**src/inc/cod_map.svh**
```systemverilog
// Constants of the opcode decoder: reset values, field positions, cycle bounds.
// Assumes one machine cycle per enabled clock edge of the core clock.
`ifndef COD_MAP_SVH
`define COD_MAP_SVH

// ****************************************************************
// Reset values
// ****************************************************************
`define COD_PC_RESET 16'h0000
`define COD_BYTE_RESET 8'h00

// ****************************************************************
// Opcode field positions
// ****************************************************************
`define COD_REG_MSB 2
`define COD_REG_LSB 0
`define COD_PTR_BIT 0

// ****************************************************************
// Machine-cycle counts
// ****************************************************************
`define COD_XRAM_MIN_CYC 4'h2
`define COD_XRAM_MAX_CYC 4'h9
`define COD_GAP_MAX 4'hF

`endif

```
**src/inc/cod_pkg.sv**
```systemverilog
// Types shared by the opcode decoder, its cycle timer and its bench.
// Assumes the constants header is compiled alongside.
package cod_pkg;

    // ****************************************************************
    // Instruction classes, operand forms and fetch phases
    // ****************************************************************
    typedef enum logic [4:0] {
        CLS_NONE                     = 5'b00000,
        CLS_ADD                      = 5'b00001,
        CLS_SUM_WITH_CARRY           = 5'b00010,
        CLS_SUBTRACT_WITH_BORROW     = 5'b00011,
        CLS_BITWISE_AND_OP           = 5'b00100,
        CLS_BITWISE_OR_OP            = 5'b00101,
        CLS_BITWISE_XOR_OP           = 5'b00110,
        CLS_ROTATE_LEFT              = 5'b00111,
        CLS_ROTATE_LEFT_THRU_CARRY   = 5'b01000,
        CLS_ROTATE_RIGHT             = 5'b01001,
        CLS_ROTATE_RIGHT_THRU_CARRY  = 5'b01010,
        CLS_NIBBLE_SWAP              = 5'b01011,
        CLS_ZERO_ACCUMULATOR         = 5'b01100,
        CLS_INVERT_ACCUMULATOR       = 5'b01101,
        CLS_COPY_BYTE                = 5'b01110,
        CLS_CODE_TABLE_READ          = 5'b01111,
        CLS_EXTERNAL_RAM_TRANSFER    = 5'b10000,
        CLS_STACK_PUSH               = 5'b10001,
        CLS_STACK_POP                = 5'b10010,
        CLS_TRADE_BYTE_WITH_ACC      = 5'b10011,
        CLS_TRADE_LOW_NIBBLE         = 5'b10100,
        CLS_LOAD_POINTER             = 5'b10101
    } cod_cls_e;

    typedef enum logic [3:0] {
        FRM_NONE            = 4'b0000,
        FRM_ACC             = 4'b0001,
        FRM_REG             = 4'b0010,
        FRM_DIR             = 4'b0011,
        FRM_IND             = 4'b0100,
        FRM_IMM             = 4'b0101,
        FRM_IMM16           = 4'b0110,
        FRM_DATA_POINTER_16 = 4'b0111,
        FRM_CODE_VIA_PTR    = 4'b1000,
        FRM_CODE_VIA_PC     = 4'b1001,
        FRM_XRAM8           = 4'b1010,
        FRM_XRAM16          = 4'b1011,
        FRM_STACK           = 4'b1100
    } cod_form_e;

    typedef enum logic [1:0] {
        PH_OPCODE = 2'b00,
        PH_BYTE1  = 2'b01,
        PH_BYTE2  = 2'b10
    } cod_phase_e;

    // ****************************************************************
    // Carriers
    // ****************************************************************
    typedef struct packed {
        logic      known;
        cod_cls_e  cls;
        cod_form_e dst;
        cod_form_e src;
        logic [1:0] len;
        logic [3:0] cyc;
        logic      var_cyc;
        logic [2:0] reg_idx;
        logic      ptr_sel;
    } cod_info_s;

    typedef struct packed {
        logic [15:0] addr;
        logic [7:0] opcode;
        logic [7:0] byte1;
        logic [7:0] byte2;
        cod_info_s  info;
    } cod_instr_s;

    typedef struct packed {
        cod_phase_e phase;
        logic [15:0] pc;
        logic       valid;
        cod_instr_s instr;
    } cod_state_s;

    typedef struct packed {
        logic      run;
        logic      var_c;
        logic [3:0] need;
        logic [3:0] cnt;
    } cod_timer_s;

endpackage

```
**src/hw/cod_reset_sync.sv**
```systemverilog
// Reset release synchroniser for the opcode decoder.
// Assumes resetn is asynchronous and active low.
`timescale 1ns/10ps
module cod_reset_sync (
    input wire logic clock,
    input wire logic resetn,
    output logic rst_n
);
    logic [1:0] sync_q;

    // Assert at once, release two edges later
    always_ff @(posedge clock or negedge resetn) begin
        if (!resetn) begin
            sync_q <= 2'h0;
        end else begin
            sync_q <= {sync_q[0], 1'b1};
        end
    end

    assign rst_n = sync_q[1];
endmodule

```
**src/hw/cod_cycle_timer.sv**
```systemverilog
// Machine-cycle timer: holds the next opcode fetch until an instruction's
// cycles have elapsed. Assumes start is a single-cycle pulse.
`timescale 1ns/10ps
module cod_cycle_timer
    import cod_pkg::*;
(
    input wire logic clock,
    input wire logic rst_n,
    input wire logic clk_en,
    input wire logic start,
    input wire logic [3:0] cycles,
    input wire logic variable,
    input wire logic xram_ack,
    output logic done
);
    `include "cod_map.svh"

    cod_timer_s st_q;
    cod_timer_s st_d;

    always_comb begin
        // Idle counts as elapsed so the first fetch after reset is free
        if (!st_q.run) begin
            done = 1'b1;
        end else if (st_q.var_c) begin
            done = ((st_q.cnt >= `COD_XRAM_MIN_CYC) && xram_ack) ||
                   (st_q.cnt >= `COD_XRAM_MAX_CYC);
        end else begin
            done = (st_q.cnt >= st_q.need);
        end
        st_d = st_q;
        if (start) begin
            st_d.run = 1'b1;
            st_d.var_c = variable;
            st_d.need = cycles;
            st_d.cnt = 4'h1;
        end else if (st_q.run) begin
            if (done) begin
                st_d.run = 1'b0;
            end else begin
                st_d.cnt = st_q.cnt + 4'h1;
            end
        end
    end

    always_ff @(posedge clock or negedge rst_n) begin
        if (!rst_n) begin
            st_q <= '0;
        end else if (clk_en) begin
            st_q <= st_d;
        end
    end
endmodule

```
**src/hw/cod_decoder.sv**
```systemverilog
// Opcode decoder for the accumulator core: arithmetic, logic and transfer groups.
// Assumes program memory answers fetch_req with code_valid in the same cycle.
//
// Summary of operation
// - Plain add: 2* reg, 25 direct, 26/27 indirect, 24 immediate.
// - Add with carry: 3* reg, 35 direct, 36/37 indirect, 34 immediate.
// - Subtract with borrow: 9* reg, 95 direct, 96/97 indirect, 94 immediate.
// - AND: 5*, 55, 56/57, 54 into A; 52 direct,A; 53 direct,imm.
// - OR: 4*, 45, 46/47, 44 into A; 42 direct,A; 43 direct,imm.
// - XOR: 6*, 65, 66/67, 64 into A; 62; 63 three bytes two cycles.
// - Rotates 23, 33, 03, 13 are one byte, one cycle.
// - Nibble swap C4, zero E4, invert F4: one byte, one cycle.
// - Loads into A: E* reg, E5 direct, E6/E7 indirect, 74 immediate.
// - Loads into register: F* from A, A* direct, 7* immediate.
// - Stores to direct: F5, 8*, 85 three bytes, 86/87, 75 immediate.
// - Stores to indirect: F6/F7 from A, A6/A7 direct, 76/77 immediate.
// - Opcode 90 loads the 16-bit pointer: three bytes, three cycles.
// - Code table reads 93 and 83: one byte, three cycles.
// - External RAM E0, F0, E2/E3, F2/F3: one byte, 2 to 9 cycles.
// - Push C0 and pop D0: two bytes, two cycles.
// - Trades C*, C5, C6/C7 with A; D6/D7 trades the low nibble.
// - Star low nibble 8..F selects working register 0..7.
// - Indirect forms use pointer register 0 or 1; odd opcode selects 1.
// - Immediate operands are the 8-bit bytes after the opcode.
// - A direct operand byte addresses low RAM or a special register.
`timescale 1ns/10ps
module cod_decoder (
    input wire logic clock,
    input wire logic resetn,
    input wire logic clk_en,
    output logic fetch_req,
    output logic [15:0] fetch_addr,
    input wire logic code_valid,
    input wire logic [7:0] code_byte,
    input wire logic xram_ack,
    output logic instr_valid,
    output cod_pkg::cod_instr_s instr
);
    import cod_pkg::*;
    `include "cod_map.svh"

    // ****************************************************************
    // Decode table
    // ****************************************************************
    function automatic cod_info_s mk(
        input cod_cls_e c,
        input cod_form_e d,
        input cod_form_e s,
        input logic [1:0] l,
        input logic [3:0] y
    );
        cod_info_s r;
        r = '0;
        r.known = 1'b1;
        r.cls = c;
        r.dst = d;
        r.src = s;
        r.len = l;
        r.cyc = y;
        return r;
    endfunction

    function automatic cod_info_s cod_lookup(input logic [7:0] op);
        cod_info_s r;
        cod_cls_e alu;
        logic is_alu;
        logic is_logic;
        r = mk(CLS_NONE, FRM_NONE, FRM_NONE, 2'h1, 4'h1);
        r.known = 1'b0;
        alu = CLS_NONE;
        is_alu = 1'b1;
        unique case (op[7:4])
            4'h2: alu = CLS_ADD;
            4'h3: alu = CLS_SUM_WITH_CARRY;
            4'h9: alu = CLS_SUBTRACT_WITH_BORROW;
            4'h5: alu = CLS_BITWISE_AND_OP;
            4'h4: alu = CLS_BITWISE_OR_OP;
            4'h6: alu = CLS_BITWISE_XOR_OP;
            default: is_alu = 1'b0;
        endcase
        is_logic = (op[7:6] == 2'b01) && (op[5:4] != 2'b11);
        // Accumulator-destination forms share one low-nibble layout
        if (is_alu) begin
            casez (op[3:0])
                4'b1???: r = mk(alu, FRM_ACC, FRM_REG, 2'h1, 4'h1);
                4'h5: r = mk(alu, FRM_ACC, FRM_DIR, 2'h2, 4'h2);
                4'b011?: r = mk(alu, FRM_ACC, FRM_IND, 2'h1, 4'h1);
                4'h4: r = mk(alu, FRM_ACC, FRM_IMM, 2'h2, 4'h2);
                4'h2: begin
                    if (is_logic) begin
                        r = mk(alu, FRM_DIR, FRM_ACC, 2'h2, 4'h2);
                    end
                end
                4'h3: begin
                    // XOR into direct with data needs one cycle less
                    if (is_logic) begin
                        r = mk(alu, FRM_DIR, FRM_IMM, 2'h3,
                               (alu == CLS_BITWISE_XOR_OP) ? 4'h2 : 4'h3);
                    end
                end
                default: ;
            endcase
        end
        if (!r.known) begin
            unique casez (op)
                8'h23: r = mk(CLS_ROTATE_LEFT, FRM_ACC, FRM_ACC, 2'h1, 4'h1);
                8'h33: r = mk(CLS_ROTATE_LEFT_THRU_CARRY, FRM_ACC, FRM_ACC, 2'h1, 4'h1);
                8'h03: r = mk(CLS_ROTATE_RIGHT, FRM_ACC, FRM_ACC, 2'h1, 4'h1);
                8'h13: r = mk(CLS_ROTATE_RIGHT_THRU_CARRY, FRM_ACC, FRM_ACC, 2'h1, 4'h1);
                8'hC4: r = mk(CLS_NIBBLE_SWAP, FRM_ACC, FRM_ACC, 2'h1, 4'h1);
                8'hE4: r = mk(CLS_ZERO_ACCUMULATOR, FRM_ACC, FRM_NONE, 2'h1, 4'h1);
                8'hF4: r = mk(CLS_INVERT_ACCUMULATOR, FRM_ACC, FRM_ACC, 2'h1, 4'h1);
                8'b1110_1???: r = mk(CLS_COPY_BYTE, FRM_ACC, FRM_REG, 2'h1, 4'h1);
                8'hE5: r = mk(CLS_COPY_BYTE, FRM_ACC, FRM_DIR, 2'h2, 4'h2);
                8'b1110_011?: r = mk(CLS_COPY_BYTE, FRM_ACC, FRM_IND, 2'h1, 4'h1);
                8'h74: r = mk(CLS_COPY_BYTE, FRM_ACC, FRM_IMM, 2'h2, 4'h2);
                8'b1111_1???: r = mk(CLS_COPY_BYTE, FRM_REG, FRM_ACC, 2'h1, 4'h1);
                8'b1010_1???: r = mk(CLS_COPY_BYTE, FRM_REG, FRM_DIR, 2'h2, 4'h2);
                8'b0111_1???: r = mk(CLS_COPY_BYTE, FRM_REG, FRM_IMM, 2'h2, 4'h2);
                8'hF5: r = mk(CLS_COPY_BYTE, FRM_DIR, FRM_ACC, 2'h2, 4'h2);
                8'b1000_1???: r = mk(CLS_COPY_BYTE, FRM_DIR, FRM_REG, 2'h2, 4'h2);
                8'h85: r = mk(CLS_COPY_BYTE, FRM_DIR, FRM_DIR, 2'h3, 4'h2);
                8'b1000_011?: r = mk(CLS_COPY_BYTE, FRM_DIR, FRM_IND, 2'h2, 4'h2);
                8'h75: r = mk(CLS_COPY_BYTE, FRM_DIR, FRM_IMM, 2'h3, 4'h3);
                8'b1111_011?: r = mk(CLS_COPY_BYTE, FRM_IND, FRM_ACC, 2'h1, 4'h1);
                8'b1010_011?: r = mk(CLS_COPY_BYTE, FRM_IND, FRM_DIR, 2'h2, 4'h2);
                8'b0111_011?: r = mk(CLS_COPY_BYTE, FRM_IND, FRM_IMM, 2'h2, 4'h2);
                8'h90: r = mk(CLS_LOAD_POINTER, FRM_DATA_POINTER_16, FRM_IMM16, 2'h3, 4'h3);
                8'h93: r = mk(CLS_CODE_TABLE_READ, FRM_ACC, FRM_CODE_VIA_PTR, 2'h1, 4'h3);
                8'h83: r = mk(CLS_CODE_TABLE_READ, FRM_ACC, FRM_CODE_VIA_PC, 2'h1, 4'h3);
                8'hE0: r = mk(CLS_EXTERNAL_RAM_TRANSFER, FRM_ACC, FRM_XRAM16, 2'h1,
                              `COD_XRAM_MIN_CYC);
                8'hF0: r = mk(CLS_EXTERNAL_RAM_TRANSFER, FRM_XRAM16, FRM_ACC, 2'h1,
                              `COD_XRAM_MIN_CYC);
                8'b1110_001?: r = mk(CLS_EXTERNAL_RAM_TRANSFER, FRM_ACC, FRM_XRAM8, 2'h1,
                                     `COD_XRAM_MIN_CYC);
                8'b1111_001?: r = mk(CLS_EXTERNAL_RAM_TRANSFER, FRM_XRAM8, FRM_ACC, 2'h1,
                                     `COD_XRAM_MIN_CYC);
                8'hC0: r = mk(CLS_STACK_PUSH, FRM_STACK, FRM_DIR, 2'h2, 4'h2);
                8'hD0: r = mk(CLS_STACK_POP, FRM_DIR, FRM_STACK, 2'h2, 4'h2);
                8'b1100_1???: r = mk(CLS_TRADE_BYTE_WITH_ACC, FRM_ACC, FRM_REG, 2'h1, 4'h1);
                8'hC5: r = mk(CLS_TRADE_BYTE_WITH_ACC, FRM_ACC, FRM_DIR, 2'h2, 4'h2);
                8'b1100_011?: r = mk(CLS_TRADE_BYTE_WITH_ACC, FRM_ACC, FRM_IND, 2'h1, 4'h1);
                8'b1101_011?: r = mk(CLS_TRADE_LOW_NIBBLE, FRM_ACC, FRM_IND, 2'h1, 4'h1);
                default: ;
            endcase
        end
        r.reg_idx = op[`COD_REG_MSB:`COD_REG_LSB];
        r.ptr_sel = op[`COD_PTR_BIT];
        r.var_cyc = (r.cls == CLS_EXTERNAL_RAM_TRANSFER);
        return r;
    endfunction

    // ****************************************************************
    // Reset and cycle timer
    // ****************************************************************
    logic rst_n;
    logic tmr_done;
    logic take;
    logic opc_take;
    cod_info_s dec_now;
    cod_state_s st_q;
    cod_state_s st_d;

    cod_reset_sync u_rst (
        .clock(clock),
        .resetn(resetn),
        .rst_n(rst_n)
    );

    cod_cycle_timer u_tmr (
        .clock(clock),
        .rst_n(rst_n),
        .clk_en(clk_en),
        .start(opc_take),
        .cycles(dec_now.cyc),
        .variable(dec_now.var_cyc),
        .xram_ack(xram_ack),
        .done(tmr_done)
    );

    // ****************************************************************
    // Fetch sequencer
    // ****************************************************************
    always_comb begin
        dec_now = cod_lookup(code_byte);
        // Operand bytes are never held back; only the next opcode waits
        fetch_req = (st_q.phase == PH_OPCODE) ? tmr_done : 1'b1;
        take = fetch_req && code_valid;
        opc_take = take && (st_q.phase == PH_OPCODE);
        st_d = st_q;
        st_d.valid = 1'b0;
        if (take) begin
            st_d.pc = st_q.pc + 16'h0001;
            unique case (st_q.phase)
                PH_OPCODE: begin
                    st_d.instr.addr = st_q.pc;
                    st_d.instr.opcode = code_byte;
                    st_d.instr.byte1 = `COD_BYTE_RESET;
                    st_d.instr.byte2 = `COD_BYTE_RESET;
                    st_d.instr.info = dec_now;
                    if (dec_now.len == 2'h1) begin
                        st_d.valid = 1'b1;
                    end else begin
                        st_d.phase = PH_BYTE1;
                    end
                end
                PH_BYTE1: begin
                    st_d.instr.byte1 = code_byte;
                    if (st_q.instr.info.len == 2'h2) begin
                        st_d.valid = 1'b1;
                        st_d.phase = PH_OPCODE;
                    end else begin
                        st_d.phase = PH_BYTE2;
                    end
                end
                PH_BYTE2: begin
                    st_d.instr.byte2 = code_byte;
                    st_d.valid = 1'b1;
                    st_d.phase = PH_OPCODE;
                end
                default: begin
                    st_d.phase = PH_OPCODE;
                end
            endcase
        end
    end

    always_ff @(posedge clock or negedge rst_n) begin
        if (!rst_n) begin
            st_q <= '0;
            st_q.pc <= `COD_PC_RESET;
        end else if (clk_en) begin
            st_q <= st_d;
        end
    end

    assign fetch_addr = st_q.pc;
    assign instr_valid = st_q.valid;
    assign instr = st_q.instr;

    // ****************************************************************
    // Checks
    // ****************************************************************
    logic [3:0] gap_q;
    logic [3:0] last_cyc_q;
    logic last_var_q;
    logic en_opc;

    assign en_opc = opc_take && clk_en;

    // Cycles since the previous opcode was taken, saturating
    always_ff @(posedge clock or negedge rst_n) begin
        if (!rst_n) begin
            gap_q <= `COD_GAP_MAX;
            last_cyc_q <= 4'h1;
            last_var_q <= 1'b0;
        end else if (clk_en) begin
            if (opc_take) begin
                gap_q <= 4'h1;
                last_cyc_q <= dec_now.cyc;
                last_var_q <= dec_now.var_cyc;
            end else if (gap_q != `COD_GAP_MAX) begin
                gap_q <= gap_q + 4'h1;
            end
        end
    end
endmodule

```
**config.mk**
```make
export PLATFORM = sky130hd
export DESIGN_NAME = cod_decoder
export DESIGN_NICKNAME = d
export VERILOG_FILES = /design/src/inc/cod_pkg.sv /design/src/hw/cod_reset_sync.sv /design/src/hw/cod_cycle_timer.sv /design/src/hw/cod_decoder.sv
export VERILOG_INCLUDE_DIRS = /design/src /design/src/inc
export SDC_FILE = /design/constraint.sdc
export NUM_CORES = 1
export LEC_CHECK = 0
export BUFFER_PORTS_ARGS = -buffer_cell sky130_fd_sc_hd__buf_2
export CAP_MARGIN = 10
export CORE_MARGIN = 2
export CORE_UTILIZATION = 45
export CTS_CLUSTER_DIAMETER = 50
export DETAILED_ROUTE_END_ITERATION = 12
export PLACE_DENSITY = 0.63
export SLEW_MARGIN = 20
export SYNTH_ARGS = -nofsm -noshare
export SYNTH_HDL_FRONTEND = slang
export SYNTH_SLANG_ARGS = --single-unit
```
**constraint.sdc**
```tcl
create_clock -name clock -period 3 [get_ports clock]
set_input_delay 0.6 -clock clock [delete_from_list [all_inputs] [get_ports clock]]
set_output_delay 0.6 -clock clock [all_outputs]
set_load 0.01 [all_outputs]
```
# ---- Word level (Yosys, flattened, before mapping)
# Cells that the tools add are included.
dict set report op_classes {
  n_addsub 2
  magnitude_cmp 3
  eq_ne 56
  muxes 29
  reduce_logical 17
}
# cell n
set ops {}
lappend ops {{25-bit case mux with 35 select lines} 1}
lappend ops {{25-bit case mux with 6 select lines} 1}
lappend ops {{25-bit 2-to-1 mux} 5}
lappend ops {{8-bit == test (second input constant)} 14}
lappend ops {{66-bit 2-to-1 mux} 1}
lappend ops {{7-bit == test (second input constant)} 8}
lappend ops {{8-bit case mux with 2 select lines} 2}
lappend ops {{5-bit == test (second input constant)} 6}
lappend ops {{24-bit 2-to-1 mux} 1}
lappend ops {{4-bit by 3-bit == test with 1-bit output (second input constant)} 5}
lappend ops {{3-bit case mux with 6 select lines} 1}
lappend ops {{16-bit by 1-bit adder with 16-bit output (second input constant)} 1}
lappend ops {{4-bit by 2-bit == test with 1-bit output (second input constant)} 4}
lappend ops {{8-bit by 6-bit == test with 1-bit output (second input constant)} 2}
lappend ops {{8-bit by 7-bit == test with 1-bit output (second input constant)} 2}
lappend ops {{3-bit AND reduction} 5}
lappend ops {{4-bit 2-to-1 mux} 3}
lappend ops {{1-bit 2-to-1 mux} 10}
lappend ops {{8-bit by 2-bit == test with 1-bit output (second input constant)} 1}
lappend ops {{8-bit by 5-bit == test with 1-bit output (second input constant)} 1}
lappend ops {{7-bit by 6-bit == test with 1-bit output (second input constant)} 1}
lappend ops {{2-bit by 1-bit == test with 1-bit output (second input constant)} 3}
lappend ops {{2-bit nonzero test} 3}
lappend ops {{6-bit OR reduction} 1}
lappend ops {{18 further kinds} 25}
dict set report totals {
  register_bits 96
  in_bits 13
  elab_cells 128
}

# ---- Longest topological paths before layout
# Gate-level depths: netlist (run 1).
dict set report logic_depth {
  depth_word 13
  ltp_mapped 11
  ltp_nobuf 9
}

# ---- Cells and area by module
# Synthesis (run 1) repeated with hierarchy kept, for this count alone.
dict set report hier_totals {
  cells_unflattened 653
  area_unflattened_um2 5584.1
}
# module n_inst cells_per_inst area_each_um2 seq_area_each_um2
set modules_own_cells {}
lappend modules_own_cells {cod_decoder 1 590 4877.2 1951.9}
lappend modules_own_cells {cod_cycle_timer 1 60 653.1 250.2}
lappend modules_own_cells {cod_reset_sync 1 3 53.8 50.0}

# ---- Worst setup path before layout (run 1)
# OpenSTA, ideal clock, no wires.
dict set report synth_timing {
  path_type {in2reg}
  start {input port code_byte[1]}
  end {register st_q (netlist bit instr[4])}
  setup_ns 0.121
  arrival_ns 2.610
  required_ns 2.879
  slack_ns 0.270
  stages 8
  n_path_buf 1
  path_cell_list {buf_6 > or2_4 > a21oi_1 > o32ai_2 > or4_1 > nor2_2 > mux2_2 > a22o_1}
}
dict set report synth_between {
  elab_chain_len 6
  word_cells_on_any_way 39
  classes_between {35 x eq/ne; 4 x mux}
}
# item line_no
set synth_rtl {}
lappend synth_rtl {{start: declaration} cod_decoder.sv:34} ;# input wire logic [7:0] code_byte,
lappend synth_rtl {{4-bit by 2-bit == test with 1-bit output (tied with other cells)} cod_decoder.sv:84} ;# casez (op[3:0])
lappend synth_rtl {{25-bit case mux with 6 select lines} cod_decoder.sv:84}
lappend synth_rtl {{25-bit 2-to-1 mux} cod_decoder.sv:83} ;# if (is_alu) begin
lappend synth_rtl {{25-bit case mux with 35 select lines} cod_decoder.sv:105} ;# unique casez (op)
lappend synth_rtl {{25-bit 2-to-1 mux (*)} cod_decoder.sv:104} ;# if (!r.known) begin
lappend synth_rtl {{5-bit == test (*)} cod_decoder.sv:150} ;# r.var_cyc = (r.cls == CLS_EXTERNAL_RAM_TRANSFER);
lappend synth_rtl {{end signal: assignment} cod_decoder.sv:234} ;# st_q <= st_d;
lappend synth_rtl {{end: declaration} cod_decoder.sv:162} ;# cod_state_s st_q;
# Mark *: on every way between the ends. The rest lies on a longest branch, timed or not.
# A chain may end at the register's enable or synchronous reset.

# ---- Final worst setup path (run 1)
dict set report layout_timing {
  start {register u_tmr.st_q[0] (netlist name)}
  end {output port fetch_req}
}
dict set report layout_between {
  elab_chain_len 6
  word_cells_on_any_way 8
  classes_between {3 x order compare; 3 x mux; 2 x reduce/logical}
}
# item line_no
set layout_rtl {}
lappend layout_rtl {{start: declaration} cod_cycle_timer.sv:18} ;# cod_timer_s st_q;
lappend layout_rtl {{start signal: assignment} cod_cycle_timer.sv:50} ;# st_q <= st_d;
lappend layout_rtl {{4-bit by 2-bit >= comparator with 1-bit output (no line)} -}
lappend layout_rtl {{1-bit logical AND} cod_cycle_timer.sv:26} ;# done = ((st_q.cnt >= `COD_XRAM_MIN_CYC) && xram_ack) ||
lappend layout_rtl {{1-bit logical OR} cod_cycle_timer.sv:26}
lappend layout_rtl {{1-bit 2-to-1 mux (*)} cod_cycle_timer.sv:25} ;# end else if (st_q.var_c) begin
lappend layout_rtl {{1-bit 2-to-1 mux (*)} cod_cycle_timer.sv:23} ;# if (!st_q.run) begin
lappend layout_rtl {{1-bit 2-to-1 mux (*)} cod_decoder.sv:188} ;# fetch_req = (st_q.phase == PH_OPCODE) ? tmr_done : 1'b1;
lappend layout_rtl {{end: declaration} cod_decoder.sv:31} ;# output logic fetch_req,
# Marked as above.

==> flow_summary.html, run 1 <==
<table>
<tr><th>Metric</th><th>Value</th></tr>
<tr><th colspan="2">Power and ir drop</th></tr>
<tr><td>Final Total Pwr</td><td>between 0.004 and 0.005 W</td></tr>
<tr><td>Pwr Density</td><td>708.0 nW/um2</td></tr>
<tr><td>Maximum vdd ir drop</td><td>273.0 uV</td></tr>
<tr><td>Pleak</td><td>3.069 nW</td></tr>
<tr><th colspan="2">Cells and area</th></tr>
<tr><td>Total non-filler cell area in the finished layout</td><td>~6100 um2</td></tr>
<tr><td># fillers</td><td>about 1200</td></tr>
<tr><td>Area growth syn-to-layout</td><td>11.26%</td></tr>
<tr><td>Most common library cell in the layout ignoring fill and taps</td><td>nand2_1</td></tr>
<tr><td># diodes</td><td>0</td></tr>
<tr><td>Number of nets in the final layout</td><td>a little over 700</td></tr>
<tr><td>Top library cells by usage in the layout, fill and taps aside</td><td>130 x nand2_1, 93 x buf_2, 87 x dfrtp_1</td></tr>
<tr><td>Layout cells sized above 1</td><td>around a quarter</td></tr>
<tr><th colspan="2">Timing</th></tr>
<tr><td>Tmin final</td><td>roughly 2.8 ns</td></tr>
<tr><td>Tcrit/Tclk final</td><td>around 93%</td></tr>
<tr><td>Worst clock skew</td><td>0.006613 ns</td></tr>
<tr><td>Max Transition Viols Final</td><td>0</td></tr>
<tr><td>RSZ-0062 raised after global routing</td><td>false</td></tr>
<tr><td>Max Freq</td><td>357.2 MHz</td></tr>
<tr><td>Final Hold Viols</td><td>0</td></tr>
<tr><td>Worst Tran Pin Value</td><td>~0.67 ns</td></tr>
<tr><td>Worst rel slew slack</td><td>between 50% and 60%</td></tr>
<tr><td>Number of failing setup endpoints in the final timing report</td><td>0</td></tr>
<tr><td>Worst hold slack</td><td>0.02951 ns</td></tr>
<tr><th colspan="2">Routing</th></tr>
<tr><td>Number of vias in the routed layout</td><td>around 4600</td></tr>
<tr><td>Drt first pass iters</td><td>5</td></tr>
<tr><td>Routed WL</td><td>about 15000 um</td></tr>
<tr><td>Initial DRC Count</td><td>305</td></tr>
<tr><td>WL/cell</td><td>between 15 and 20 um</td></tr>
<tr><td>Post-DRT Antenna Nets</td><td>0</td></tr>
<tr><td>Via density</td><td>between 5 and 6</td></tr>
<tr><td>Residual DRC</td><td>0</td></tr>
<tr><th colspan="2">Clock tree</th></tr>
<tr><td>Inserted Clock Buffers</td><td>9</td></tr>
<tr><td># resized after CTS</td><td>0</td></tr>
<tr><td>Clock transition at the register clock pins on the worst setup and hold paths after CTS</td><td>approximately 0.060 ns</td></tr>
<tr><td>Clock Tree Buf Depth</td><td>2</td></tr>
<tr><td>Clock root buffer master</td><td>clkbuf_16</td></tr>
<tr><td>Hold buffers post-CTS</td><td>0</td></tr>
<tr><td>CTS sink cnt</td><td>just under 90</td></tr>
<tr><td>Setup Buffers After CTS</td><td>0</td></tr>
<tr><td>CTS H-tree depth</td><td>3</td></tr>
<tr><td>Clock insertion delay at the later pin of the skew report</td><td>around 0.35 ns</td></tr>
<tr><td>CTS tree</td><td>built</td></tr>
<tr><th colspan="2">Place</th></tr>
<tr><td>Port Buf Inserts</td><td>93</td></tr>
<tr><td>Post-DP HPWL</td><td>~11000 um</td></tr>
<tr><td>Routability Congestion</td><td>~0.96</td></tr>
<tr><td>Area post-placement</td><td>5747 um2</td></tr>
<tr><th colspan="2">Critical path</th></tr>
<tr><td>Endpoint kind of the worst setup timing path</td><td>output port</td></tr>
<tr><td>Reg2Reg Setup Slack</td><td>around 0.3 ns</td></tr>
<tr><td>Critical Path RT</td><td>2.40 ns</td></tr>
<tr><td>Largest fanout on the critical path</td><td>5</td></tr>
<tr><td>Capture instance of the worst register-to-register path</td><td>fetch_addr[13]$_DFFE_PN0P_</td></tr>
<tr><td>Arrival time reported for the critical path endpoint</td><td>2.20 ns</td></tr>
<tr><td>Critical path class</td><td>reg2out</td></tr>
<tr><td>Startpoint of the worst register-to-register path</td><td>u_tmr.st_q[0]$_DFFE_PN0P_</td></tr>
<tr><td>Setup crit start kind</td><td>register</td></tr>
<tr><td>R2R depth</td><td>9</td></tr>
<tr><th colspan="2">Synthesis</th></tr>
<tr><td>Proportion of synthesized chip area in sequential cells</td><td>between 40% and 50%</td></tr>
<tr><td>Mapped Cells</td><td>657</td></tr>
<tr><td>Count of flip-flops with a built-in enable after synthesis</td><td>0</td></tr>
<tr><td>Netlist area before placement</td><td>around 5500 um2</td></tr>
<tr><td>Share of async-settable or async-resettable flops after synthesis</td><td>100.0%</td></tr>
<tr><td>Library cells used by synthesis</td><td>70</td></tr>
<tr><td>Synth Register Bits</td><td>88</td></tr>
<tr><td>Flip-flop cell with the highest count after synthesis</td><td>dfrtp_1</td></tr>
<tr><td>Syn avg cell area</td><td>around 8.3 um2</td></tr>
<tr><td>Yosys warnings</td><td>0</td></tr>
<tr><th colspan="2">Floorplanning</th></tr>
<tr><td>Row Count</td><td>40</td></tr>
<tr><td>Chip height</td><td>about 110 um</td></tr>
<tr><td>Placeable Area</td><td>11910 um2</td></tr>
<tr><td>Top-Level Pins</td><td>96</td></tr>
<tr><td>Horizontal die dimension</td><td>approximately 110 um</td></tr>
<tr><td>Area enclosed by the die boundary</td><td>~13000 um2</td></tr>
<tr><td>Initial core utilization</td><td>~46%</td></tr>
<tr><th colspan="2">Worst hold path</th></tr>
<tr><td>Type of the most critical hold path</td><td>in2async</td></tr>
<tr><th colspan="2">Global routing</th></tr>
<tr><td>Total overflow reported by the global router</td><td>0</td></tr>
<tr><td>Gr usage total</td><td>about a quarter</td></tr>
<tr><td>Number of global-route vias before repair</td><td>between 4000 and 5000</td></tr>
<tr><td>Global-route wire length before repair</td><td>~24000 um</td></tr>
<tr><td>Antenna violations before repair</td><td>0</td></tr>
<tr><td>Largest net degree at the start of global routing</td><td>between 80 and 90</td></tr>
<tr><th colspan="2">Job</th></tr>
<tr><td>Number of max-cap violations</td><td>0</td></tr>
<tr><th colspan="2">Outcome</th></tr>
<tr><td>Result of the run</td><td>complete, no violations</td></tr>
</table>
flip-flops by register name, indices dropped and copies added (netlist names):
signal / count
instr: 59
fetch_addr: 16
u_tmr.st_q: 8
st_q: 2
u_rst.sync_q: 2
instr_valid: 1
per-layer routing:
metal | track usage, % | wire (um) | share of wire (%) | vias up
li1 | - | - | - | 2227
met1 | 30.62 | 6396 | 43 | 2189
met2 | 38.37 | 7170 | 49 | 168
met3 | 4.500 | 730 | 4.9 | 34
met4 | 10.00 | 457 | 3.1 | 0
met5 | 0 | 0 | 0 | -
stage by stage:
stage	cells	util, %	worst slack (ns)	TNS (ns)
3_3_place_gp	826	48.25	0.04370	0
4_1_cts	841	50.83	0.1922	0
5_1_grt	842	51.06	0.1102	0
2_1_floorplan	658	-	0.2695	0
3_5_place_dp	826	48.25	-0.02609	-0.05123
6_report	842	51.06	0.2005	0
synthesized netlist by cell type, drive strengths merged (10+ instances only):
library cell  instances  area [um2]
nand2               131       494.2
buf                  96       689.4
dfrtp                88        2202
nor2                 38       145.1
o21ai                38       190.2
nand3                33       165.2
a21oi                30       150.1
clkbuf               23       86.33
inv                  22       82.58
nor3                 16       85.08
xnor2                10       87.58
power by group:
group          internal [W]  leakage [nW]  total (W)  switching [W]
Sequential          0.00151          1.15    0.00178       0.000276
Clock              0.000709         0.148    0.00116       0.000454
Combinational      0.000563          1.77    0.00136       0.000794
cell type report:
class	instances	area (um2)	area share, %
multi-input cells	429	2419	39.77
flip-flops and latches	88	2206	36.27
clock buffers	13	270.3	4.444
well taps	147	183.9	3.024
clock inverters	2	37.54	0.6172
repair buffers	141	883.3	14.52
inverters	22	82.58	1.358
worst max-delay path, cell delays in order, from the launching register on:
cell     delay (ns)
dfrtp_1        0.42
inv_1          0.14
ha_1           0.21
o41ai_1        0.37
o211a_1        0.25
o21a_1         0.23
nand2_1        0.09
buf_2          0.15
cell families (layout without fill, tap and decap cells):
logic type,after synthesis,count (layout),share of synthesized area [%]
compound gates,125,125,14.85
xor+xnor,17,17,2.724
fa+ha+maj,7,7,1.602
buf+inv,141,178,15.70
flops,88,88,40.28
mux,2,2,0.4120
other cells,2,3,0.1374
simple gates,275,275,24.29
worst max-delay path by stage:
stage	start	end	slack (ns)	depth (start not counted)
2_1_floorplan	code_byte[1]	instr[4]$_DFFE_PN0P_	0.27	8
6_report	u_tmr.st_q[0]$_DFFE_PN0P_	fetch_req	0.20	7
3_3_place_gp	code_byte[3]	instr[6]$_DFFE_PN0P_	0.04	7
4_1_cts	u_tmr.st_q[0]$_DFFE_PN0P_	fetch_req	0.19	7
3_5_place_dp	code_byte[3]	instr[6]$_DFFE_PN0P_	-0.03	7
5_1_grt	u_tmr.st_q[0]$_DFFE_PN0P_	fetch_req	0.11	7
Power figures use the tool's default switching activity.
==> run 2: changes to the inputs <==
- ABC_AREA: unset -> 1
- PLACE_DENSITY: 0.63 -> 0.66
- clock period: 3 -> 2.4 ns (I/O delays scaled with it)
==> run 2 against run 1 <==
Combinational power increased by 59%. Total power increased by 42%. Sequential power increased by 38%. Non-clock buffer count decreased by 30. Die area decreased by 2.5%. Clock skew decreased by 0.0017 ns. Cell area decreased by 5.5%. Count of clock-buffer cells in the layout decreased by 1. Register-to-register slack about the same. Largest cell class unchanged.
==> flow_summary.html, run 2 <==
<table>
<tr><th>Metric</th><th>Value</th></tr>
<tr><th colspan="2">Synthesis</th></tr>
<tr><td>Share of synthesized area spent on multiplexers</td><td>0%</td></tr>
<tr><td>Fraction of synthesized cell area taken by the top area cell type</td><td>about two fifths</td></tr>
<tr><td>Leading area contributor after synthesis</td><td>dfrtp_1</td></tr>
<tr><td>Library cells used by synthesis</td><td>34</td></tr>
<tr><td>Mapped Cells</td><td>~700</td></tr>
<tr><td>Simple logic cell fraction of the synthesized area</td><td>between 20 and 30%</td></tr>
<tr><td>Proportion of synthesized chip area in sequential cells</td><td>between 40% and 50%</td></tr>
<tr><td>Share of async-settable or async-resettable flops after synthesis</td><td>100.0%</td></tr>
<tr><td>Synth Register Bits</td><td>88</td></tr>
<tr><td>Flip-flop cell with the highest count after synthesis</td><td>dfrtp_1</td></tr>
<tr><td>Yosys warnings</td><td>0</td></tr>
<tr><td>Xor and xnor fraction of the mapped netlist area</td><td>2.466%</td></tr>
<tr><td>Largest family of logic cells by synthesized area</td><td>simple AND/OR/NAND/NOR gates</td></tr>
<tr><td>Most frequent cell after synthesis</td><td>nand2_1</td></tr>
<tr><td>Count of flip-flops with a built-in enable after synthesis</td><td>0</td></tr>
<tr><td>Share of synthesized cell area in full adder, half adder and majority cells</td><td>about 1.6%</td></tr>
<tr><td>Syn avg cell area</td><td>7.666 um2</td></tr>
<tr><td>Leading cell types by total area after synthesis</td><td>dfrtp_1 41%, nand2_1 13%, buf_4 11%</td></tr>
<tr><td>Most frequent cells after synthesis</td><td>182 x nand2_1, 88 x dfrtp_1, 81 x buf_4</td></tr>
<tr><td>Compound-Gate Fraction of Synth Area</td><td>8.643%</td></tr>
<tr><td>Netlist area before placement</td><td>5328 um2</td></tr>
<tr><th colspan="2">Critical path</th></tr>
<tr><td>Crit path top cell by count</td><td>nand2_1</td></tr>
<tr><td>Setup crit start kind</td><td>register</td></tr>
<tr><td>Largest fanout on the critical path</td><td>4</td></tr>
<tr><td>Critical Path RT</td><td>about 1.9 ns</td></tr>
<tr><td>Worst path cell trace</td><td>inv_1, ha_1, o21ai_0, nand2_1, nand2_1, nand4_1, buf_2</td></tr>
<tr><td>Arrival time reported for the critical path endpoint</td><td>about 1.7 ns</td></tr>
<tr><td>Critical path class</td><td>reg2out</td></tr>
<tr><td>Endpoint kind of the worst setup timing path</td><td>output port</td></tr>
<tr><td>Max stage delay on crit path</td><td>between 0.3 and 0.4 ns</td></tr>
<tr><td>Slowest-stage cell, CP</td><td>dfrtp_1</td></tr>
<tr><th colspan="2">Power and ir drop</th></tr>
<tr><td>Maximum vdd ir drop</td><td>slightly above 800 uV</td></tr>
<tr><td>Pleak</td><td>between 3 and 4 nW</td></tr>
<tr><td>Pwr Density</td><td>1066 nW/um2</td></tr>
<tr><th colspan="2">Cells and area</th></tr>
<tr><td># fillers</td><td>~1100</td></tr>
<tr><td>Top library cells by usage in the layout, fill and taps aside</td><td>181 x nand2_1, 93 x buf_2, 87 x dfrtp_1</td></tr>
<tr><td>Layout cells sized above 1</td><td>21.40%</td></tr>
<tr><td>Largest register FFs</td><td>a little under 60</td></tr>
<tr><td>Area growth syn-to-layout</td><td>7.844%</td></tr>
<tr><td># diodes</td><td>0</td></tr>
<tr><td>Number of nets in the final layout</td><td>744</td></tr>
<tr><td>Most common library cell in the layout ignoring fill and taps</td><td>nand2_1</td></tr>
<tr><th colspan="2">Floorplanning</th></tr>
<tr><td>Row Count</td><td>39</td></tr>
<tr><td>Placeable Area</td><td>about 11000 um2</td></tr>
<tr><td>Top-Level Pins</td><td>96</td></tr>
<tr><td>Horizontal die dimension</td><td>around 110 um</td></tr>
<tr><td>Initial core utilization</td><td>between 40% and 50%</td></tr>
<tr><td>Chip height</td><td>roughly 110 um</td></tr>
<tr><td>Area enclosed by the die boundary</td><td>about 13000 um2</td></tr>
<tr><th colspan="2">Routing</th></tr>
<tr><td>WL/cell</td><td>16.37 um</td></tr>
<tr><td>Residual DRC</td><td>0</td></tr>
<tr><td>Via density</td><td>between 5 and 6</td></tr>
<tr><td>Drt first pass iters</td><td>4</td></tr>
<tr><td>Number of vias in the routed layout</td><td>4601</td></tr>
<tr><td>Post-DRT Antenna Nets</td><td>0</td></tr>
<tr><td>Initial DRC Count</td><td>about 380</td></tr>
<tr><td>Routed WL</td><td>between 10000 and 15000 um</td></tr>
<tr><th colspan="2">Global routing</th></tr>
<tr><td>Total overflow reported by the global router</td><td>0</td></tr>
<tr><td>Number of global-route vias before repair</td><td>~4600</td></tr>
<tr><td>Global-route wire length before repair</td><td>approximately 24000 um</td></tr>
<tr><td>Largest net degree at the start of global routing</td><td>70</td></tr>
<tr><td>Gr usage total</td><td>a little under a quarter</td></tr>
<tr><td>Antenna violations before repair</td><td>0</td></tr>
<tr><th colspan="2">Clock tree</th></tr>
<tr><td>Clock transition at the register clock pins on the worst setup and hold paths after CTS</td><td>0.06 ns</td></tr>
<tr><td>CTS H-tree depth</td><td>3</td></tr>
<tr><td>Clock Tree Buf Depth</td><td>2</td></tr>
<tr><td>Clock insertion delay at the later pin of the skew report</td><td>0.33 ns</td></tr>
<tr><td>Clock root buffer master</td><td>clkbuf_16</td></tr>
<tr><td>CTS tree</td><td>built</td></tr>
<tr><td>CTS sink cnt</td><td>around 90</td></tr>
<tr><td>Inserted Clock Buffers</td><td>9</td></tr>
<tr><th colspan="2">Timing</th></tr>
<tr><td>RSZ-0062 raised after global routing</td><td>false</td></tr>
<tr><td>Setup tns final</td><td>0 ns</td></tr>
<tr><td>Tcrit/Tclk final</td><td>92.67%</td></tr>
<tr><td>Tmin final</td><td>around 2.2 ns</td></tr>
<tr><td>Final worst setup slack</td><td>around 0.18 ns</td></tr>
<tr><td>Max Freq</td><td>between 400 and 500 MHz</td></tr>
<tr><td>Number of failing setup endpoints in the final timing report</td><td>0</td></tr>
<tr><td>Worst clock skew</td><td>approximately 0.0049 ns</td></tr>
<tr><td>Max Transition Viols Final</td><td>0</td></tr>
<tr><td>Final Hold Viols</td><td>0</td></tr>
<tr><th colspan="2">Place</th></tr>
<tr><td>Routability Congestion</td><td>0.9837</td></tr>
<tr><td>Port Buf Inserts</td><td>93</td></tr>
<tr><td>Worst-case setup slack after placement</td><td>between 0.1 and 0.15 ns</td></tr>
<tr><td>Post-DP HPWL</td><td>around 11000 um</td></tr>
<tr><th colspan="2">Worst hold path</th></tr>
<tr><td>Type of the most critical hold path</td><td>reg2async</td></tr>
<tr><th colspan="2">Job</th></tr>
<tr><td>Number of max-cap violations</td><td>0</td></tr>
<tr><th colspan="2">Outcome</th></tr>
<tr><td>Result of the run</td><td>complete, no violations</td></tr>
</table>
run 2: cell count changes in the layout (fill, tap and decap cells not counted), moves of 8 or more:
cell     delta
a21oi_1    -23
buf_4      -29
inv_1      +24
nand2_1    +51
nand4_1     +8
nor2_1     +32
o21ai_0    +14
o21ai_1    +27
xnor2_1    -10
xor2_1      +8
run 2: path summary, 6_finish.rpt:
| check | startpoint | end | slack [ns] | cells after the start |
|---|---|---|---|---|
| max | u_tmr.st_q[0]$_DFFE_PN0P_ | fetch_req | 0.18 | 7 |
| min | u_rst.sync_q[1]$_DFF_PN0_ | instr[49]$_DFFE_PN0P_ | 0.20 | 0 |
| max reg2reg | u_tmr.st_q[1]$_DFFE_PN0P_ | fetch_addr[6]$_DFFE_PN0P_ | 0.31 | 12 |
| min reg2reg | u_rst.sync_q[1]$_DFF_PN0_ | instr[49]$_DFFE_PN0P_ | 0.20 | 0 |
| max in group asynchronous | u_rst.sync_q[1]$_DFF_PN0_ | instr[13]$_DFFE_PN0P_ | 1.54 | 1 |
| min in group clock | u_rst.sync_q[0]$_DFF_PN0_ | u_rst.sync_q[1]$_DFF_PN0_ | 0.35 | 0 |
run 2: kinds of logic after synthesis:
family | Yosys count
DFF | 88
other | 2
xor gates and xnor gates | 15
and+or+nand+nor | 346
buffers and inverters | 147
AOI/OAI and AO/OA | 90
adders and majority gates | 7
run 2: area by class of cell:
cell class | instances | area (um2) | area share, %
Multi-Input combinational cell | 461 | 2207 | 38.41
Sequential cell | 88 | 2206 | 38.39
Timing Repair Buffer | 111 | 628.1 | 10.93
Clock buffer | 12 | 246.5 | 4.290
Inverter | 53 | 201.4 | 3.506
Tap cell | 143 | 178.9 | 3.114
Clock inverter | 4 | 77.57 | 1.350
run 2: routing by layer:
layer  GRT usage (%)  wire [um]  vias to the layer above  part of all wire (%)
li1                -          -                     2210                     -
met1           30.08       6030                     2168                    42
met2           39.04       6895                      178                    48
met3           4.017        758                       45                   5.3
met4           10.24        587                        0                   4.1
met5               0          0                        -                     0
run 2: stage by stage:
step | hold WS [ns] | total power [W] | utilization [%] | cell area (um2) | instances
3_3_place_gp | 0.2002 | 0.004608 | 47.10 | 5401 | 854
5_1_grt | 0.2330 | 0.006591 | 50.10 | 5746 | 872
4_1_cts | 0.2106 | 0.006176 | 50.02 | 5736 | 871
3_5_place_dp | 0.2046 | 0.004632 | 47.10 | 5401 | 854
2_1_floorplan | 0.1844 | 0.004434 | - | 5333 | 696
6_report | 0.2025 | 0.006126 | 50.10 | 5746 | 872
run 2: critical path, delay by kind of cell (launching register included):
| family | cells | cell delay [ns] |
|---|---|---|
| buffers and inverters | 2 | 0.31 |
| adders and majority gates | 1 | 0.25 |
| AOI/OAI and AO/OA | 1 | 0.17 |
| DFF | 1 | 0.38 |
| and+or+nand+nor | 3 | 0.32 |
run 2: what timing repair did:
item / in CTS / in global routing
gates resized for setup: 0 / 1
hold buffers: 1 / 0
setup endpoints to repair: 0 / 11
setup buffers: 0 / 1
hold endpoints to repair: 2 / 0
run 2: where the power goes:
part | internal, W | leakage (nW) | switching, W | total [W]
Clock | 0.000945 | 0.157 | 0.000572 | 0.00152
Sequential | 0.00203 | 1.14 | 0.000423 | 0.00245
Combinational | 0.000834 | 1.80 | 0.00132 | 0.00216
==> run 3: changes to the inputs <==
- REMOVE_ABC_BUFFERS: unset -> 1
==> run 3 against run 2 <==
Via count fell by 0.85%. Cell area rose by 0.68%. Global-route usage fell by 0.78 points. Total power fell by 0.32%. Count of clock-buffer cells in the layout fell by 2. Cell count rose by 0.57%.
==> flow_summary.html, run 3 (synthesis results as in run 2) <==
<table>
<tr><th>Metric</th><th>Value</th></tr>
<tr><th colspan="2">Outcome</th></tr>
<tr><td>Result of the run</td><td>complete, no violations</td></tr>
<tr><th colspan="2">Critical path</th></tr>
<tr><td>Critical Path RT</td><td>roughly 1.9 ns</td></tr>
<tr><td>Largest delay share family, worst path</td><td>flip-flops</td></tr>
<tr><td>Buffer and inverter count on the worst path</td><td>2</td></tr>
<tr><td>Endpoint kind of the worst setup timing path</td><td>output port</td></tr>
<tr><td>Max stage delay on crit path</td><td>around 0.4 ns</td></tr>
<tr><td>Largest fanout on the critical path</td><td>4</td></tr>
<tr><td>Critical path class</td><td>reg2out</td></tr>
<tr><td>Arrival time reported for the critical path endpoint</td><td>between 1.5 and 2 ns</td></tr>
<tr><td>Slowest-stage cell, CP</td><td>dfrtp_1</td></tr>
<tr><td>Setup crit start kind</td><td>register</td></tr>
<tr><td>Worst path cell trace</td><td>inv_2, ha_1, o21ai_1, nand2_1, nand2_2, nand4_1, buf_2</td></tr>
<tr><th colspan="2">Cells and area</th></tr>
<tr><td>Number of nets in the final layout</td><td>749</td></tr>
<tr><td># fillers</td><td>roughly 1100</td></tr>
<tr><td># diodes</td><td>0</td></tr>
<tr><td>Layout cells sized above 1</td><td>roughly 23%</td></tr>
<tr><td>Combined flip-flop and latch cell area</td><td>roughly 2200 um2</td></tr>
<tr><td>Area growth syn-to-layout</td><td>8.572%</td></tr>
<tr><td>Largest register FFs</td><td>approximately 60</td></tr>
<tr><td>Area of the multi-input gates</td><td>2222 um2</td></tr>
<tr><td>Most common library cell in the layout ignoring fill and taps</td><td>nand2_1</td></tr>
<tr><td>Top library cells by usage in the layout, fill and taps aside</td><td>178 x nand2_1, 93 x buf_2, 86 x dfrtp_1</td></tr>
<tr><th colspan="2">Power and ir drop</th></tr>
<tr><td>Final Total Pwr</td><td>~0.006 W</td></tr>
<tr><td>Pwr Density</td><td>about 1100 nW/um2</td></tr>
<tr><td>Maximum vdd ir drop</td><td>576.8 uV</td></tr>
<tr><td>Pleak</td><td>approximately 3.1 nW</td></tr>
<tr><th colspan="2">Routing</th></tr>
<tr><td>Residual DRC</td><td>0</td></tr>
<tr><td>Routed WL</td><td>between 10000 and 15000 um</td></tr>
<tr><td>Post-DRT Antenna Nets</td><td>0</td></tr>
<tr><td>Drt first pass iters</td><td>6</td></tr>
<tr><td>WL/cell</td><td>15.88 um</td></tr>
<tr><td>Initial DRC Count</td><td>between 300 and 400</td></tr>
<tr><td>Number of vias in the routed layout</td><td>about 4600</td></tr>
<tr><td>Via density</td><td>between 5 and 6</td></tr>
<tr><th colspan="2">Floorplanning</th></tr>
<tr><td>Horizontal die dimension</td><td>between 100 and 150 um</td></tr>
<tr><td>Area enclosed by the die boundary</td><td>~13000 um2</td></tr>
<tr><td>Chip height</td><td>between 100 and 150 um</td></tr>
<tr><td>Placeable Area</td><td>approximately 11000 um2</td></tr>
<tr><td>Row Count</td><td>39</td></tr>
<tr><td>Initial core utilization</td><td>a little under half</td></tr>
<tr><td>Top-Level Pins</td><td>96</td></tr>
<tr><th colspan="2">Clock tree</th></tr>
<tr><td>Inserted Clock Buffers</td><td>9</td></tr>
<tr><td>Clock root buffer master</td><td>clkbuf_16</td></tr>
<tr><td>Clock insertion delay at the later pin of the skew report</td><td>0.34 ns</td></tr>
<tr><td>CTS sink cnt</td><td>88</td></tr>
<tr><td>CTS H-tree depth</td><td>3</td></tr>
<tr><td>Clock transition at the register clock pins on the worst setup and hold paths after CTS</td><td>0.06 ns</td></tr>
<tr><td>Clock Tree Buf Depth</td><td>2</td></tr>
<tr><td>CTS tree</td><td>built</td></tr>
<tr><th colspan="2">Timing</th></tr>
<tr><td>RSZ-0062 raised after global routing</td><td>true</td></tr>
<tr><td>Final Hold Viols</td><td>0</td></tr>
<tr><td>Tcrit/Tclk final</td><td>a little over nine tenths</td></tr>
<tr><td>Max Freq</td><td>428.2 MHz</td></tr>
<tr><td>Max Transition Viols Final</td><td>0</td></tr>
<tr><td>Number of failing setup endpoints in the final timing report</td><td>0</td></tr>
<tr><td>Worst clock skew</td><td>between 0.007 and 0.008 ns</td></tr>
<tr><td>Final worst setup slack</td><td>0.06443 ns</td></tr>
<tr><td>Tmin final</td><td>2.336 ns</td></tr>
<tr><th colspan="2">Global routing</th></tr>
<tr><td>Antenna violations before repair</td><td>0</td></tr>
<tr><td>Total overflow reported by the global router</td><td>0</td></tr>
<tr><td>Global-route wire length before repair</td><td>about 23000 um</td></tr>
<tr><td>Gr usage total</td><td>approximately 23%</td></tr>
<tr><td>Largest net degree at the start of global routing</td><td>52</td></tr>
<tr><td>Number of global-route vias before repair</td><td>4389</td></tr>
<tr><th colspan="2">Place</th></tr>
<tr><td>Post-DP HPWL</td><td>approximately 11000 um</td></tr>
<tr><td>Worst-case setup slack after placement</td><td>between 0.07 and 0.08 ns</td></tr>
<tr><td>Port Buf Inserts</td><td>slightly above 90</td></tr>
<tr><td>Routability Congestion</td><td>slightly below 1</td></tr>
<tr><th colspan="2">Job</th></tr>
<tr><td>Number of max-cap violations</td><td>0</td></tr>
<tr><th colspan="2">Worst hold path</th></tr>
<tr><td>Type of the most critical hold path</td><td>reg2async</td></tr>
</table>
run 3: cell types whose count changed in the layout (fill, tap and decap cells not counted), moves of 2 or more:
cell,before,now
nand2_2,6,9
clkbuf_1,2,0
nand2_1,181,178
clkinv_2,0,2
inv_6,0,2
buf_4,15,19
run 3: stage by stage:
stage	TNS (ns)	util, %	area (um2)	cells	hold WS (ns)
5_1_grt	-0.02433	50.44	5784	877	0.3298
3_5_place_dp	0	47.30	5424	857	0.2687
3_3_place_gp	0	47.30	5424	857	0.2661
6_report	0	50.44	5784	877	0.2898
2_1_floorplan	-20.00	-	4608	602	0.1844
4_1_cts	0	50.05	5739	874	0.3153
run 3: routing by layer:
metal  vias to the layer above  wire length (um)  GRT usage, %
li1                       2224                 -             -
met1                      2123              5935         29.03
met4                         0               393         9.106
met5                         -                 0             0
met3                        32               819         5.410
met2                       183              6783         37.01
run 3: where the power goes:
part / internal, W / switching, W / total, W
logic: 0.000856 / 0.00134 / 0.00220
registers: 0.00203 / 0.000429 / 0.00246
clock network: 0.000841 / 0.000607 / 0.00145
run 3: cell type report:
cell class / count / area share (%)
Multi-Input combinational cell: 461 / 38.42
Sequential cell: 88 / 38.16
Timing Repair Buffer: 116 / 11.57
Clock buffer: 10 / 4.132
Inverter: 53 / 3.483
Tap cell: 143 / 3.093
Clock inverter: 6 / 1.146
run 3: timing repair:
item                                    4_1_cts  5_1_grt
hold buffers                                  1        0
gates resized for setup                       0        9
hold endpoints to repair                      2        0
setup buffers                                 0        3
pin swaps                                     1        3
endpoints found under the setup margin        1       51
run 3: worst paths after layout:
path,from,end,slack (ns),depth (start not counted)
max,u_tmr.st_q[0]$_DFFE_PN0P_,fetch_req,0.06,7
min reg2reg,u_rst.sync_q[1]$_DFF_PN0_,instr[50]$_DFFE_PN0P_,0.29,0
max reg2reg,u_tmr.st_q[0]$_DFFE_PN0P_,instr_valid$_DFFE_PN0P_,0.26,12
min in group clock,u_rst.sync_q[0]$_DFF_PN0_,u_rst.sync_q[1]$_DFF_PN0_,0.35,0
max in group asynchronous,u_rst.sync_q[1]$_DFF_PN0_,u_tmr.st_q[1]$_DFFE_PN0P_,1.44,1
min,u_rst.sync_q[1]$_DFF_PN0_,instr[50]$_DFFE_PN0P_,0.29,0
